### config.mk
export PLATFORM = sky130hd
export DESIGN_NAME = fcoa_fault_config
export DESIGN_NICKNAME = d
export VERILOG_FILES = /design/src/fcoa_pkg.sv /design/src/fcoa_fault_chan.sv /design/src/fcoa_supp_timer.sv /design/src/fcoa_fault_config.sv
export VERILOG_INCLUDE_DIRS = /design/src
export SDC_FILE = /design/constraint.sdc
export NUM_CORES = 1
export LEC_CHECK = 0
export ABC_AREA = 1
export BUFFER_PORTS_ARGS = -buffer_cell sky130_fd_sc_hd__buf_2
export CAP_MARGIN = 30
export CORE_ASPECT_RATIO = 2
export CORE_UTILIZATION = 45
export DETAILED_ROUTE_END_ITERATION = 16
export GPL_TIMING_DRIVEN = 0
export PLACE_DENSITY = 0.62
export SLEW_MARGIN = 20
export SYNTH_ARGS = -nofsm -noshare
export SYNTH_HDL_FRONTEND = slang
export SYNTH_HIERARCHICAL = 1
export SYNTH_SLANG_ARGS = --single-unit
### constraint.sdc
create_clock -name clock_i -period 2.9 [get_ports clock_i]
set_input_delay 0.29 -clock clock_i [delete_from_list [all_inputs] [get_ports clock_i]]
set_output_delay 0.29 -clock clock_i [all_outputs]
set_load 0.02 [all_outputs]
### src/fcoa_regs.svh
`ifndef FCOA_REGS_SVH
`define FCOA_REGS_SVH

// byte offsets within the privileged register page
`define FCOA_OFS_LOS_THR      8'h09
`define FCOA_OFS_SUPP_TMR     8'h0a
`define FCOA_OFS_FAULT_MASK   8'h0b
`define FCOA_OFS_PW_SET0      8'h0c
`define FCOA_OFS_PW_SET3      8'h0f
// entered password bytes at the user page
`define FCOA_OFS_PW_ENT0      8'h7b
`define FCOA_OFS_PW_ENT3      8'h7e

// fault mask field positions
`define FCOA_BIT_PRIV_IRQ_MASK 7
`define FCOA_BIT_HOUR_EN       6
`define FCOA_BIT_SAT_MASK      3
`define FCOA_BIT_TX_MASK       2
`define FCOA_BIT_BIAS_MASK     1
`define FCOA_BIT_DIODE_MASK    0
`define FCOA_MASK_WR_BITS      8'hcf

// reset values
`define FCOA_RST_BYTE          8'h00
`define FCOA_RST_PW            32'h00000000

// suppression tick timing
`define FCOA_CLK_PERIOD_NS     10
`define FCOA_TICK_NS           500000
`define FCOA_TICK_CYCLES       (`FCOA_TICK_NS / `FCOA_CLK_PERIOD_NS)

`endif

### src/fcoa_pkg.sv
package fcoa_pkg;

    // suppression timer states, one-hot
    typedef enum logic [2:0] {
        FCOA_ST_IDLE = 3'b001,
        FCOA_ST_HOLD = 3'b010,
        FCOA_ST_RUN  = 3'b100
    } fcoa_supp_e;

    typedef logic [7:0] fcoa_byte_t;

endpackage

### src/fcoa_fault_chan.sv
`timescale 1ns/1ps

// one fault channel: sticky record plus masked output
module fcoa_fault_chan
(
    input  wire logic clock_i,      // system clock
    input  wire logic reset_i,      // sync reset
    input  wire logic detect_i,     // raw fault condition this cycle
    input  wire logic clear_i,      // software clear of the flag
    input  wire logic mask_i,       // one masks the fault
    output logic      flag_o,       // recorded fault, unmasked
    output logic      fault_o       // flag gated by mask
);
    logic flag_q;                   // sticky record
    logic flag_d;                   // next value

    // set beats clear so a fault arriving on the clear is kept
    assign flag_d  = detect_i | (flag_q & ~clear_i);
    // masked fault stays recorded but not reported
    assign fault_o = flag_q & ~mask_i;
    assign flag_o  = flag_q;

    // flag register
    always_ff @(posedge clock_i)
    begin
        if (reset_i)
            flag_q <= 1'b0;
        else
            flag_q <= flag_d;
    end
endmodule

### src/fcoa_supp_timer.sv
`timescale 1ns/1ps
`include "fcoa_regs.svh"

// saturation-fault suppression window after laser turn-on
module fcoa_supp_timer
    import fcoa_pkg::*;
(
    input  wire logic       clock_i,    // system clock
    input  wire logic       reset_i,    // sync reset
    input  wire logic       laser_on_i, // laser enable level
    input  wire fcoa_byte_t interval_i, // count of half-ms ticks
    output logic            suppress_o  // high while window runs
);
    localparam int TICK_CYC = `FCOA_TICK_CYCLES;
    localparam logic [15:0] TICK_LAST = 16'(TICK_CYC - 1);

    fcoa_supp_e  state_q;       // timer state
    fcoa_supp_e  state_d;       // next state
    fcoa_byte_t  count_q;       // ticks left
    fcoa_byte_t  count_d;       // next ticks left
    logic [15:0] pre_q;         // tick prescaler
    logic [15:0] pre_d;         // next prescaler
    logic        laser_q;       // last laser level
    logic        turn_on;       // rising edge of laser enable
    logic        tick;          // half-millisecond tick

    assign turn_on    = laser_on_i & ~laser_q;
    assign tick       = (pre_q == TICK_LAST);
    // covers the turn-on cycle too
    assign suppress_o = (state_q == FCOA_ST_RUN) | (turn_on & (interval_i != 8'h00));

    // next-state logic; zero interval skips the window entirely
    always_comb
    begin
        state_d = state_q;
        count_d = count_q;
        pre_d   = tick ? 16'h0000 : pre_q + 16'h0001;
        case (state_q)
            FCOA_ST_IDLE:
            begin
                if (turn_on && interval_i != 8'h00)
                begin
                    state_d = FCOA_ST_RUN;
                    count_d = interval_i;
                    pre_d   = 16'h0000;
                end
            end
            FCOA_ST_RUN:
            begin
                if (!laser_on_i)
                    state_d = FCOA_ST_IDLE;         // laser dropped, abandon
                else if (tick)
                begin
                    count_d = count_q - 8'h01;
                    if (count_q == 8'h01)
                        state_d = FCOA_ST_HOLD;
                end
            end
            FCOA_ST_HOLD:
            begin
                // window over, wait for laser off before rearming
                if (!laser_on_i)
                    state_d = FCOA_ST_IDLE;
            end
            default:
                state_d = FCOA_ST_IDLE;
        endcase
    end

    // state registers
    always_ff @(posedge clock_i)
    begin
        if (reset_i)
        begin
            state_q <= FCOA_ST_IDLE;
            count_q <= 8'h00;
            pre_q   <= 16'h0000;
            laser_q <= 1'b0;
        end
        else
        begin
            state_q <= state_d;
            count_q <= count_d;
            pre_q   <= pre_d;
            laser_q <= laser_on_i;
        end
    end
endmodule

### src/fcoa_fault_config.sv
`timescale 1ns/1ps
`include "fcoa_regs.svh"

module fcoa_fault_config
    import fcoa_pkg::*;
(
    input  wire logic       clock_i,           // system clock
    input  wire logic       reset_i,           // sync reset (power-on or warm)
    // register port from the serial bus engine
    input  wire logic       wr_en_i,           // one-cycle write strobe
    input  wire logic       rd_en_i,           // one-cycle read strobe
    input  wire logic       priv_page_i,       // access targets privileged page
    input  wire fcoa_byte_t addr_i,            // byte address
    input  wire fcoa_byte_t wdata_i,           // write data
    output fcoa_byte_t      rdata_o,           // read data, registered
    output logic            rvalid_o,          // read data valid pulse

    // non-volatile backing store image
    input  wire fcoa_byte_t nv_los_thr_i,      // stored threshold
    input  wire fcoa_byte_t nv_supp_tmr_i,     // stored timer
    input  wire fcoa_byte_t nv_fault_mask_i,   // stored mask
    input  wire logic [31:0] nv_pw_set_i,      // stored password setting
    output logic            nv_wr_o,           // store update pulse
    output fcoa_byte_t      nv_addr_o,         // store byte address
    output fcoa_byte_t      nv_wdata_o,        // store byte data

    // fault comparator inputs
    input  wire logic       fault_comparator_disable_i, // stop comparator
    input  wire fcoa_byte_t rx_power_i,        // measured received power
    input  wire logic       laser_on_i,        // laser enable level
    input  wire logic       sat_detect_i,      // power loop saturated
    input  wire logic       tx_high_i,         // tx power over threshold
    input  wire logic       bias_high_i,       // bias over threshold
    input  wire logic       diode_fault_i,     // diode fault seen
    input  wire logic       global_interrupt_enable_i, // user enable
    input  wire logic       irq_src_i,         // pending interrupt source
    input  wire logic [4:0] flag_clr_i,        // clear: los,sat,tx,bias,diode

    // outputs
    output logic [4:0]      flags_o,           // recorded flags, unmasked
    output logic            fault_o,           // any unmasked fault
    output logic            int_n_o,           // interrupt, active low
    output logic            hour_meter_enable_o, // hour meter run
    output logic            priv_unlocked_o    // privileged pages open
);
    // copies of store
    fcoa_byte_t  los_thr_q;         // loss threshold
    fcoa_byte_t  supp_tmr_q;        // suppression interval
    fcoa_byte_t  mask_q;            // fault mask control
    logic [31:0] pw_set_q;          // password setting, as stored
    logic [31:0] pw_live_q;         // password in effect
    logic [31:0] pw_ent_q;          // entered password field
    logic        loaded_q;          // store image taken after reset

    // bus flops
    fcoa_byte_t  rdata_q;           // read data register
    logic        rvalid_q;          // read valid register
    logic        nv_wr_q;           // store strobe register
    fcoa_byte_t  nv_addr_q;         // store address register
    fcoa_byte_t  nv_wdata_q;        // store data register

    // status flops
    logic        fault_q;           // fault output register
    logic        int_n_q;           // interrupt output register
    logic        hour_q;            // hour meter output register
    logic        unl_q;             // unlock output register

    // channel nets
    logic [4:0]  flag_w;            // channel flags
    logic [4:0]  fout_w;            // channel masked faults
    logic [4:0]  det_w;             // channel detects
    logic [4:0]  msk_w;             // channel masks
    logic        suppress;          // saturation window active
    logic        run;               // comparator running

    // access
    logic        unlocked;          // password matches
    logic        priv_ok;           // privileged access permitted
    logic        wr_priv;           // permitted privileged write
    logic        rd_priv;           // permitted privileged read
    logic        wr_ent;            // entered-password write

    // decode and read path
    logic        sel_thr;           // address decodes
    logic        sel_tmr;
    logic        sel_msk;
    logic        sel_pw;
    logic        sel_ent;
    logic [1:0]  pw_lane;           // password byte lane
    fcoa_byte_t  pw_byte;           // selected password byte
    fcoa_byte_t  rd_mux;            // read mux

    // password match against the setting in effect, not the fresh write
    assign unlocked = (pw_ent_q == pw_live_q);
    // needs the image
    assign priv_ok  = priv_page_i & unlocked & loaded_q;
    assign wr_priv  = wr_en_i & priv_ok;
    assign rd_priv  = rd_en_i & priv_ok;
    // user page, open to all
    assign wr_ent   = wr_en_i & ~priv_page_i & sel_ent;

    // address decode
    assign sel_thr = (addr_i == `FCOA_OFS_LOS_THR);
    assign sel_tmr = (addr_i == `FCOA_OFS_SUPP_TMR);
    assign sel_msk = (addr_i == `FCOA_OFS_FAULT_MASK);
    // four setting bytes
    assign sel_pw  = (addr_i >= `FCOA_OFS_PW_SET0) && (addr_i <= `FCOA_OFS_PW_SET3);
    assign sel_ent = (addr_i >= `FCOA_OFS_PW_ENT0) && (addr_i <= `FCOA_OFS_PW_ENT3);
    // lane shared by both fields
    // byte 0 is least significant at the lowest address
    assign pw_lane = sel_pw ? addr_i[1:0] : 2'(addr_i - `FCOA_OFS_PW_ENT0);
    assign pw_byte = pw_set_q[pw_lane*8 +: 8];

    // read mux; reserved mask bits read as zero
    assign rd_mux = sel_thr ? los_thr_q :
                    sel_tmr ? supp_tmr_q :
                    sel_msk ? (mask_q & `FCOA_MASK_WR_BITS) :
                    sel_pw  ? pw_byte : `FCOA_RST_BYTE;

    // comparator runs only when not disabled; old flags hold
    // los, tx, bias only
    assign run = ~fault_comparator_disable_i;

    assign det_w[4] = run & (rx_power_i < los_thr_q);
    assign det_w[3] = sat_detect_i & ~suppress;
    assign det_w[2] = run & tx_high_i;
    assign det_w[1] = run & bias_high_i;
    assign det_w[0] = diode_fault_i;

    // masks
    assign msk_w[4] = 1'b0;                                       // loss has no mask bit
    assign msk_w[3] = mask_q[`FCOA_BIT_SAT_MASK];
    assign msk_w[2] = mask_q[`FCOA_BIT_TX_MASK];
    assign msk_w[1] = mask_q[`FCOA_BIT_BIAS_MASK];
    assign msk_w[0] = mask_q[`FCOA_BIT_DIODE_MASK];

    // one channel per fault source
    // five alike, set beats clear
    genvar g;

    generate
        for (g = 0; g < 5; g++)
        begin : g_chan
            fcoa_fault_chan u_chan
            (
                .clock_i  (clock_i),
                .reset_i  (reset_i),
                .detect_i (det_w[g]),
                .clear_i  (flag_clr_i[g]),
                .mask_i   (msk_w[g]),
                .flag_o   (flag_w[g]),
                .fault_o  (fout_w[g])
            );
        end
    endgenerate

    // saturation suppression timer
    // rearms on each turn-on
    fcoa_supp_timer u_supp
    (
        .clock_i    (clock_i),
        .reset_i    (reset_i),
        .laser_on_i (laser_on_i),
        .interval_i (supp_tmr_q),
        .suppress_o (suppress)
    );

    // configuration registers; reload from store after every reset
    always_ff @(posedge clock_i)
    begin
        if (reset_i)
        begin
            // held until reload
            los_thr_q  <= `FCOA_RST_BYTE;
            supp_tmr_q <= `FCOA_RST_BYTE;
            mask_q     <= `FCOA_RST_BYTE;
            pw_set_q   <= `FCOA_RST_PW;
            loaded_q   <= 1'b0;
        end
        else if (!loaded_q)
        begin
            // reset cannot sample ports, so image is taken just after
            los_thr_q  <= nv_los_thr_i;
            supp_tmr_q <= nv_supp_tmr_i;
            mask_q     <= nv_fault_mask_i & `FCOA_MASK_WR_BITS;
            pw_set_q   <= nv_pw_set_i;
            loaded_q   <= 1'b1;
        end
        else if (wr_priv)
        begin
            // one byte per write
            if (sel_thr)
                los_thr_q <= wdata_i;
            if (sel_tmr)
                supp_tmr_q <= wdata_i;
            if (sel_msk)
                mask_q <= wdata_i & `FCOA_MASK_WR_BITS; // reserved bits dropped
            if (sel_pw)
                pw_set_q[addr_i[1:0]*8 +: 8] <= wdata_i;
        end
    end

    // password in effect latched only once after reset
    // typo cannot lock out
    always_ff @(posedge clock_i)
    begin
        if (reset_i)
            pw_live_q <= `FCOA_RST_PW;
        else if (!loaded_q)
            pw_live_q <= nv_pw_set_i;
    end

    // entered password field on the user page
    // reset relocks
    always_ff @(posedge clock_i)
    begin
        if (reset_i)
            pw_ent_q <= `FCOA_RST_PW;
        else if (wr_ent)
            pw_ent_q[pw_lane*8 +: 8] <= wdata_i;
    end

    // store write-through so contents survive power loss
    always_ff @(posedge clock_i)
    begin
        if (reset_i)
        begin
            nv_wr_q    <= 1'b0;
            nv_addr_q  <= `FCOA_RST_BYTE;
            nv_wdata_q <= `FCOA_RST_BYTE;
        end
        else
        begin
            nv_wr_q    <= wr_priv & loaded_q & (sel_thr | sel_tmr | sel_msk | sel_pw);
            nv_addr_q  <= addr_i;
            nv_wdata_q <= sel_msk ? (wdata_i & `FCOA_MASK_WR_BITS) : wdata_i;
        end
    end

    // read port; locked reads return zero with valid
    // bus engine never waits
    always_ff @(posedge clock_i)
    begin
        if (reset_i)
        begin
            rdata_q  <= `FCOA_RST_BYTE;
            rvalid_q <= 1'b0;
        end
        else
        begin
            rvalid_q <= rd_en_i;
            rdata_q  <= rd_priv ? rd_mux : `FCOA_RST_BYTE;
        end
    end

    // status outputs
    always_ff @(posedge clock_i)
    begin
        if (reset_i)
        begin
            fault_q <= 1'b0;
            // idles high
            int_n_q <= 1'b1;
            hour_q  <= 1'b0;
            unl_q   <= 1'b0;
        end
        else
        begin
            // unmasked only
            fault_q <= |fout_w;
            int_n_q <= ~(irq_src_i & global_interrupt_enable_i
                         & ~mask_q[`FCOA_BIT_PRIV_IRQ_MASK]);
            hour_q  <= mask_q[`FCOA_BIT_HOUR_EN];
            unl_q   <= unlocked & loaded_q;
        end
    end

    // port drivers
    assign rdata_o             = rdata_q;
    assign rvalid_o            = rvalid_q;
    assign nv_wr_o             = nv_wr_q;
    assign nv_addr_o           = nv_addr_q;
    assign nv_wdata_o          = nv_wdata_q;
    assign flags_o             = flag_w;
    assign fault_o             = fault_q;
    assign int_n_o             = int_n_q;
    assign hour_meter_enable_o = hour_q;
    assign priv_unlocked_o     = unl_q;
endmodule

# After elaboration in Yosys (flattened, before gate mapping)
# Index checks and enable logic that the tools add are counted.
# op_classes
mux	33
bitwise_logic	51
n_reduce_logical	14
n_shift	5
div	0
add_sub_neg	5
magnitude_cmp	5
n_eq_ne	20
mul	0
# ops
op	n
$mux 8	16
$mux 32	3
$neg 5->34	2
$shift 8x34->32 const A	2
$shiftx 8x34->32	2
$bwmux 32	2
$mux 16	3
$eq 32x32->1	1
$shiftx 32x6->8	1
$and 1x1->1	26
$eq 8x4->1 const B	3
$add 16x1->16 const B	1
$eq 16x16->1 const B	1
$not 1->1	16
$pmux 8 s2	1
$mux 3	5
$ne 2x1->1 const B	7
$or 1x1->1	9
$pmux 3 s3	1
$eq 8x1->1 const B	1
$ge 8x4->1 const B	1
$ge 8x7->1 const B	1
$le 8x4->1 const B	1
$le 8x7->1 const B	1
18 further kinds	26
# totals
mem_count	0
ramBits	0
latch_bits	0
word_cells	159
romBits	0
output_inout_bits	35
regBits	182
inputBits	98

# Depth between registers and ports, before layout
# Gate-level depths: netlist of run 1.
# depth
word_depth	8
depth_mapped	15
depth_no_buf	14

# Hierarchy
# Netlist of run 1, hierarchy kept.
# by_module_without_submodules
mod	seq_area_each_um2	n_inst	cells_per_inst	area_per_inst_um2
fcoa_fault_config	2982.9	1	1169	7868.8
fcoa_supp_timer	560.5	1	226	1537.7
fcoa_fault_chan	20.0	5	7	47.5

# Worst setup path after synthesis of run 1
# Ideal clock, no wire load.
# synth_timing
path_kind	input port to flip-flop
startpoint	input port addr_i[0]
endpoint	register pw_ent_q[5]
t_required_ns	2.820
path_buffers	2
setup_time_ns	0.080
stages	10
arrival_ns	2.253
setup_slack_ns	0.567
path_cell_list	inv_1 > ha_1 > inv_1 > o21ai_2 > inv_4 > ha_1 > clkbuf_1 > clkbuf_1 > nand2_1 > a211oi_2
# synth_between
elab_chain_cells	6
elab_cells_between_ends	13
classes_between	2 x add/sub; 4 x order compare; 2 x shift; 2 x mux; 1 x bitwise; 2 x reduce/logical
# synth_rtl
element	line_no	rtl
start: declaration	fcoa_fault_config.sv:13	input wire fcoa_byte_t addr_i,
$ge 8x4->1 (no source line) / $le 8x4->1 (equally long branches)	n/a	
$logic_and 1x1->1	fcoa_fault_config.sv:107	assign sel_pw = (addr_i >= `FCOA_OFS_PW_SET0) && (addr_i <= `FCOA_OFS_PW_SET3);
$mux 2	fcoa_fault_config.sv:111	assign pw_lane = sel_pw ? addr_i[1:0] : 2'(addr_i - `FCOA_OFS_PW_ENT0);
$neg 5->34	fcoa_fault_config.sv:220	pw_ent_q[pw_lane*8 +: 8] <= wdata_i;
$shiftx 8x34->32 / $shift 8x34->32 (equally long branches)	fcoa_fault_config.sv:220	
$bwmux 32	fcoa_fault_config.sv:220	
end signal: assignment	fcoa_fault_config.sv:218	pw_ent_q <= `FCOA_RST_PW;
end signal: indexed assignment	fcoa_fault_config.sv:220	
end: declaration	fcoa_fault_config.sv:52	logic [31:0] pw_ent_q;
# Parallel ways exist; a longest one is shown, timed or not.
# A chain may end at the register's enable or synchronous reset.

# Worst setup path after layout of run 1
# layout_timing
startpoint	input port addr_i[0]
endpoint	register pw_ent_q[17]
# Same word-level chain as after synthesis.

==> metrics.md, run 1 <==
| Metric | Value |
|---|---|
| Flops & latches, synth | 182 |
| NetSw | 1830 µW |
| Fillers | 2237 |
| Starting Density | 45.9% |
| Worst Clk Skew | 0.00928 ns |
| Power Internal | 4420 µW |
| Seq/Total Area, Yosys | 37.8% |
| Pwr Density | 557 mW/mm² |
| Main combinational cell family by area after synthesis | simple AND/OR/NAND/NOR gates |
| Clk slew on worst S/H paths | 0.07 ns |
| Share of layout cells above drive strength 1 | 14.8% |
| Core area | 0.0210 mm² |
| Routed WL | 34300 µm |
| Critical path's largest stage delay | 0.42 ns |
| Nets | 1696 |
| Unrepaired setup endpoints after global routing | no |
| DIE WIDTH | 106 µm |
| Cts bufs inserted | 17 |
| Worst vdd ir | 0.497 mV |
| Xor and xnor area share after synthesis | 3.00% |
| Max cap viols | 0 |
| Fmax achieved | 378 MHz |
| Pin count of the biggest net entering global routing | 17 |
| Routability cong. | 1.00 |
| Critical path's slowest cell | clkbuf_1 |
| Mux share of post-synthesis cell area | 0% |
| GRT overflow | 0 |
| Antenna-violating nets left | 0 |
| Distinct cells, synth | 51 |
| Cells after Synth | 1430 |
| Pre-antenna DRT Iters | 6 |
| Number of synthesized flops with an enable pin | 0 |
| Die Area | 0.0221 mm² |
| Hold Path Class | primary input to flop |
| Total power | 6250 µW |
| Slew Viols, Final | 0 |
| Worst slew pin tran | 0.815 ns |
| Crit path launch type | primary input |
| Ys Warns | 6 |
| Slew HR | 45.7% |
| Initial DRC count | 425 |
| Layout Area Growth over Synthesis | 16.4% |
| Top cells by area, synth | dfxtp_1, nand2_1, inv_1 |
| CTS tree | built |
| Max Buffers Root-to-Sink | 2 |
| Crit-path cells | buf_2 -> inv_1 -> ha_1 -> inv_1 -> o21ai_2 -> inv_4 -> ha_1 -> clkbuf_1 -> clkbuf_2 -> nor2_1 -> o21ai_0 -> a21oi_1 |
| Logic pwr share | 17.5% |
| Most frequent cell after synthesis | nand2_1 |
| Setup WS pre-CTS | -0.347 ns |
| Crit. End Element | flop |
| Final setup fails | 0 |
| Fin crit share | 91.2% |
| Syn_area_per_cell | 6.74 µm² |
| Post-layout minimum cycle time | 2.65 ns |
| Main flop type after synthesis | dfxtp_1 |
| Port Buffer Count | 130 |
| Number of global-route vias before repair | 9787 |
| Critical path class | primary input to flop |
| Clock Power Share | 38.7% |
| Final WS setup | 0.254 ns |
| Synth top cells by count | nand2_1, inv_1, dfxtp_1 |
| Initial antenna violation count | 1 |
| Placed Cells | 1829 |
| Outcome | finished clean |
| # hold bufs at CTS | 0 |
| Boundary Pins | 133 |
| Net count after synthesis | 1547 |
| Overall routing resource usage | 32.0% |
| CP Data Required Time | 3.24 ns |
| Mean routed wirelength per cell | 18.5 µm |
| Clock root buffer | clkbuf_16 |
| Post-DR vias/cell | 5.19 |
| Compound-Gate Fraction of Synth Area | 14.3% |
| Adder-cell share of the synthesized area | 2.46% |
| Worst skew pair latency | 0.46 ns |
| Post-route insts no fill | 1860 |
| Net Sw Frac | 29.2% |
| # rows | 75 |
| Final Util | 53.4% |
| Final Hold Viols | 0 |
| Seq pwr share | 43.8% |
| Via count | 9647 |
| Post-DP HPWL | 27800 µm |
| Post-CTS setup buffer count | 0 |
| Clock net sink count | 182 |
| CP max FO | 10 |
| DRC | 0 |
| Simple-gate portion of the synthesized area | 30.8% |
| H-tree levels | 4 |
| Hold WS | 0.0531 ns |
| First-pass GRT wire length | 51500 µm |
| Largest area contributor in the netlist | dfxtp_1 |
| Worst EP arrival | 2.98 ns |
| Height of the die | 209 µm |
| Synth top area share | 37.8% |
| Leak | 0.00521 µW |
| Post-synthesis cell area | 0.00964 mm² |
| Fraction of registers with async set/reset | 0% |
==> layer usage <==
layer	wire [µm]	share of wire (%)	global-route usage [%]
met2	18300	53	60.8
met1	10900	32	26.6
met4	3680	11	32.1
met3	1460	4.3	5.18
met5	0	0	0
==> per-stage QoR <==
stage                     area, µm²  TNS, ns
after detailed placement      10600    -3.82
after global routing          11200        0
after global placement        10600    -3.24
after CTS                     11200        0
after floorplan                9640        0
final                         11200        0
==> area by class of cell <==
| type | instances | area (µm²) | share of cell area (%) |
|---|---|---|---|
| multi-input cells | 976 | 4880 | 43.4 |
| flip-flops and latches | 182 | 3640 | 32.4 |
| inverters | 216 | 818 | 7.29 |
| diodes | 1 | 2.50 | 0.0223 |
| clock buffers | 20 | 437 | 3.89 |
| well taps | 269 | 337 | 3.00 |
| clock inverters | 10 | 156 | 1.39 |
| plain buffers | 56 | 305 | 2.72 |
| repair buffers | 130 | 651 | 5.79 |
==> sequential cells by signal (all words and copies together), names as in the netlist <==
signal                cells
fault_o                   1
supp_tmr_q                8
u_supp/state_q            3
g_chan.u_chan/flag_o      5
u_supp/laser_q            1
hour_meter_enable_o       1
priv_unlocked_o           1
nv_wr_o                   1
loaded_q                  1
nv_addr_o                 8
u_supp/count_q            8
mask_q                    6
pw_ent_q                 32
int_n_o                   1
rvalid_o                  1
u_supp/pre_q             16
los_thr_q                 8
pw_live_q                32
nv_wdata_o                8
pw_set_q                 32
rdata_o                   8
==> cell families after synthesis <==
family / count (synthesis)
simple gates: 688
buf+inv: 272
compound gates: 235
flops: 182
xor+xnor: 33
fa+ha+maj: 19
other cells: 1
==> power by group through the flow <==
stage | Clock [µW] | Sequential, µW | Combinational (µW)
finish | 2420 | 2740 | 1090
global placement | 0 | 2790 | 1070
CTS | 2460 | 2740 | 1090
floorplan | 0 | 2780 | 707
detailed placement | 0 | 2790 | 1090
global route | 2550 | 2750 | 1230
==> critical path: cells and delay by family <==
kind | cells | cell delay (ns)
adders and majority gates | 2 | 0.65
buffers and inverters | 6 | 1.36
and+or+nand+nor | 1 | 0.13
AOI/OAI and AO/OA | 3 | 0.53
==> cells in the final DEF, fill, tap and decap left out, types with 2 or more instances in the layout <==
| master | count |
|---|---|
| nor2_2 | 9 |
| o21a_1 | 7 |
| nand3_1 | 72 |
| buf_4 | 3 |
| inv_1 | 206 |
| buf_1 | 11 |
| nand2_2 | 3 |
| xnor2_1 | 23 |
| xor2_1 | 10 |
| nor3_1 | 13 |
| clkbuf_1 | 28 |
| nor2_1 | 153 |
| o21ai_0 | 73 |
| clkinv_2 | 4 |
| a31oi_1 | 8 |
| inv_4 | 3 |
| clkbuf_16 | 17 |
| dfxtp_1 | 182 |
| a211oi_2 | 10 |
| o22ai_1 | 3 |
| o21ai_1 | 4 |
| buf_2 | 136 |
| clkinv_1 | 2 |
| nand2_4 | 2 |
| o211ai_1 | 12 |
| inv_2 | 5 |
| a21oi_1 | 105 |
| buf_6 | 10 |
| and2_1 | 2 |
| bufinv_16 | 4 |
| a21oi_2 | 7 |
| ha_1 | 19 |
| nand3_2 | 5 |
| or2_2 | 5 |
| nand4_1 | 43 |
| nand2_1 | 370 |
==> worst paths after layout <==
| check | start | to | slack (ns) | cells past startpoint |
|---|---|---|---|---|
| max | addr_i[0] | pw_ent_q[17]$_SDFFE_PP0P_ | 0.25 | 12 |
| min | irq_src_i | int_n_o$_SDFF_PP1_ | 0.05 | 2 |
| max reg2reg | pw_ent_q[22]$_SDFFE_PP0P_ | pw_set_q[10]$_SDFFE_PP0P_ | 0.31 | 12 |
| min reg2reg | mask_q[6]$_SDFFE_PP0P_ | hour_meter_enable_o$_SDFF_PP0_ | 0.46 | 2 |
==> what timing repair did <==
| action | CTS | global route |
|---|---|---|
| setup endpoints to repair | 0 | 1 |
| resized for setup | 0 | 2 |
| hold endpoints to repair | 0 | 0 |
No activity file was read; power rests on OpenSTA's default activity.
==> inputs of run 2 (changes only) <==
Settings changed: RECOVER_POWER set to 50.
==> metrics.md, run 2 (same netlist as run 1, synthesis figures left out) <==
| Metric | Value |
|---|---|
| Commonest non-fill, non-tap cell in the layout | nand2_1 (unchanged) |
| DRC | 0 (unchanged) |
| CTS tree | built (unchanged) |
| Routability cong. | 1.00 (unchanged) |
| Final Hold Viols | 0 (unchanged) |
| Clock net sink count | 182 (unchanged) |
| Outcome | finished clean (unchanged) |
| Nets | 1696 (unchanged) |
| Worst skew pair latency | 0.46 ns (about the same) |
| Port Buffer Count | 130 (unchanged) |
| Min-delay src | irq_src_i (unchanged) |
| Area of placed instances | 0.0106 mm² (unchanged) |
| Pwr Density | 560 mW/mm² (was 557 mW/mm²) |
| H-tree levels | 4 (unchanged) |
| Max cap viols | 0 (unchanged) |
| Reg-to-reg slack, setup | 0.31 ns (about the same) |
| Post-layout minimum cycle time | 2.61 ns (was 2.65 ns) |
| DIE WIDTH | 106 µm (unchanged) |
| Post-DP HPWL | 27800 µm (unchanged) |
| Final TNS setup | 0 ns (unchanged) |
| Crit. End Element | flop (unchanged) |
| Height of the die | 209 µm (unchanged) |
| Post-DR vias/cell | 5.20 (was 5.19) |
| Pre-antenna DRT Iters | 5 (was 6) |
| Logic pwr share | 17.2% (was 17.5%) |
| Pin count of the biggest net entering global routing | 17 (unchanged) |
| Core area | 0.0210 mm² (unchanged) |
| Power Internal | 4410 µW (was 4420 µW) |
| Worst Clk Skew | 0.0102 ns (was 0.00928 ns) |
| Slew HR | 39.0% (was 45.7%) |
| Worst EP arrival | 2.95 ns (was 2.98 ns) |
| Post-CTS setup buffer count | 0 (unchanged) |
| Cells on worst reg2reg path | 11 (was 12) |
| Share of layout cells above drive strength 1 | 11.9% (was 14.8%) |
| Antenna-violating nets left | 0 (unchanged) |
| Number of global-route vias before repair | 9787 (unchanged) |
| GRT overflow | 0 (unchanged) |
| Worst slew pin tran | 0.915 ns (was 0.815 ns) |
| Routed WL | 34500 µm (was 34300 µm) |
| Initial DRC count | 386 (was 425) |
| # hold bufs at CTS | 0 (unchanged) |
| Hold EP | int_n_o$_SDFF_PP1_ (unchanged) |
| R2r endpoint | supp_tmr_q[1]$_SDFFE_PP0P_ (was pw_set_q[10]$_SDFFE_PP0P_) |
| Final Util | 53.0% (was 53.4%) |
| Finished Cell Area | 0.0111 mm² (was 0.0112 mm²) |
| Clock Power Share | 38.8% (was 38.7%) |
| Fmax achieved | 383 MHz (was 378 MHz) |
| Boundary Pins | 133 (unchanged) |
| Largest regs | pw_ent_q: 32 flops, pw_live_q: 32 flops, pw_set_q: 32 flops (unchanged) |
| NetSw | 1830 µW (about the same) |
| Leak | 0.00507 µW (was 0.00521 µW) |
| Starting Density | 45.9% (unchanged) |
| Worst vdd ir | 0.502 mV (was 0.497 mV) |
| Fin crit share | 90.0% (was 91.2%) |
| Clock root buffer | clkbuf_16 (unchanged) |
| Die Area | 0.0221 mm² (unchanged) |
| CP max FO | 10 (unchanged) |
| Cts bufs inserted | 17 (unchanged) |
| Clk slew on worst S/H paths | 0.06 ns (was 0.07 ns) |
| Via count | 9664 (was 9647) |
| WHS Path Cells | 2 (unchanged) |
| Mean routed wirelength per cell | 18.5 µm (about the same) |
| Critical path class | primary input to flop (unchanged) |
| Unrepaired setup endpoints after global routing | no (unchanged) |
| Final setup fails | 0 (unchanged) |
| Slew Viols, Final | 0 (unchanged) |
| Net Sw Frac | 29.3% (was 29.2%) |
| Overall routing resource usage | 32.0% (unchanged) |
| Initial antenna violation count | 1 (unchanged) |
| Max Buffers Root-to-Sink | 2 (unchanged) |
| # rows | 75 (unchanged) |
| Most frequent cells in the layout | nand2_1, inv_1, dfxtp_1 (unchanged) |
| Seq pwr share | 43.9% (was 43.8%) |
| CP Data Required Time | 3.24 ns (about the same) |
| Crit path launch type | primary input (unchanged) |
| Hold Path Class | primary input to flop (unchanged) |
| Layout Area Growth over Synthesis | 15.5% (was 16.4%) |
| First-pass GRT wire length | 51500 µm (unchanged) |
| Reg-to-Reg Start | pw_ent_q[22]$_SDFFE_PP0P_ (unchanged) |
run 2: cell types whose count changed in the layout (fill, tap and decap cells not counted), moves of 2 or more:
cell,previous run,this run
a21oi_2,7,4
nand2_1,370,372
clkbuf_1,28,68
nor2_2,9,7
buf_2,136,100
nor2_1,153,155
buf_1,11,8
a21oi_1,105,108
run 2: timing repair:
item | CTS | global route
setup endpoints to repair | 0 | 1
gates resized for setup | 0 | 2
endpoints found under the hold margin | 0 | 0
run 2: cell type report:
class,count,area [µm²]
diodes,1,2.50
plain buffers,56,298
clock buffers,20,437
clock inverters,10,156
fillers,2260,9880
inverters,216,817
multi-input cells,976,4850
flip-flops and latches,182,3640
well taps,269,337
repair buffers,130,606
run 2: power groups by stage:
| stage | registers [µW] | clock network (µW) | logic, µW |
|---|---|---|---|
| after floorplan | 2780 | 0 | 707 |
| after global placement | 2790 | 0 | 1070 |
| after detailed placement | 2790 | 0 | 1090 |
| after CTS | 2740 | 2460 | 1090 |
| after global routing | 2750 | 2550 | 1220 |
| final | 2740 | 2420 | 1080 |
run 2: metrics by stage:
| step | hold slack [ns] | setup slack (ns) | std cells | power, µW |
|---|---|---|---|---|
| final | 0.0516 | 0.290 | 1860 | 6240 |
| after global routing | 0.0673 | 0.160 | 1860 | 6520 |
| after CTS | 0.0372 | 0.120 | 1859 | 6280 |
| after detailed placement | 0.448 | -0.347 | 1829 | 3880 |
| after global placement | 0.447 | -0.346 | 1829 | 3860 |
| after floorplan | 0.352 | 0.567 | 1430 | 3490 |
run 2: routing by layer:
metal	wire [µm]	GRT usage (%)
met1	10900	26.6
met4	3760	32.1
met2	18300	60.8
met3	1510	5.18
met5	0	0
run 2: how the worst max path moves through the flow:
stage	end	from	depth (start not counted)
floorplan	pw_ent_q[5]$_SDFFE_PP0P_	addr_i[0]	10
global placement	pw_ent_q[17]$_SDFFE_PP0P_	addr_i[0]	12
detailed placement	pw_ent_q[17]$_SDFFE_PP0P_	addr_i[0]	12
CTS	pw_ent_q[17]$_SDFFE_PP0P_	addr_i[0]	12
global route	pw_ent_q[17]$_SDFFE_PP0P_	addr_i[0]	12
finish	pw_ent_q[17]$_SDFFE_PP0P_	addr_i[0]	12
run 2: worst max-delay path: stages:
cell and delay [ns]:
buf_2 0.17, inv_1 0.21, ha_1 0.37, inv_1 0.11, o21ai_2 0.23, inv_4 0.11
ha_1 0.28, clkbuf_1 0.40, clkbuf_2 0.33, nor2_1 0.12, o21ai_0 0.23, a21oi_1 0.07
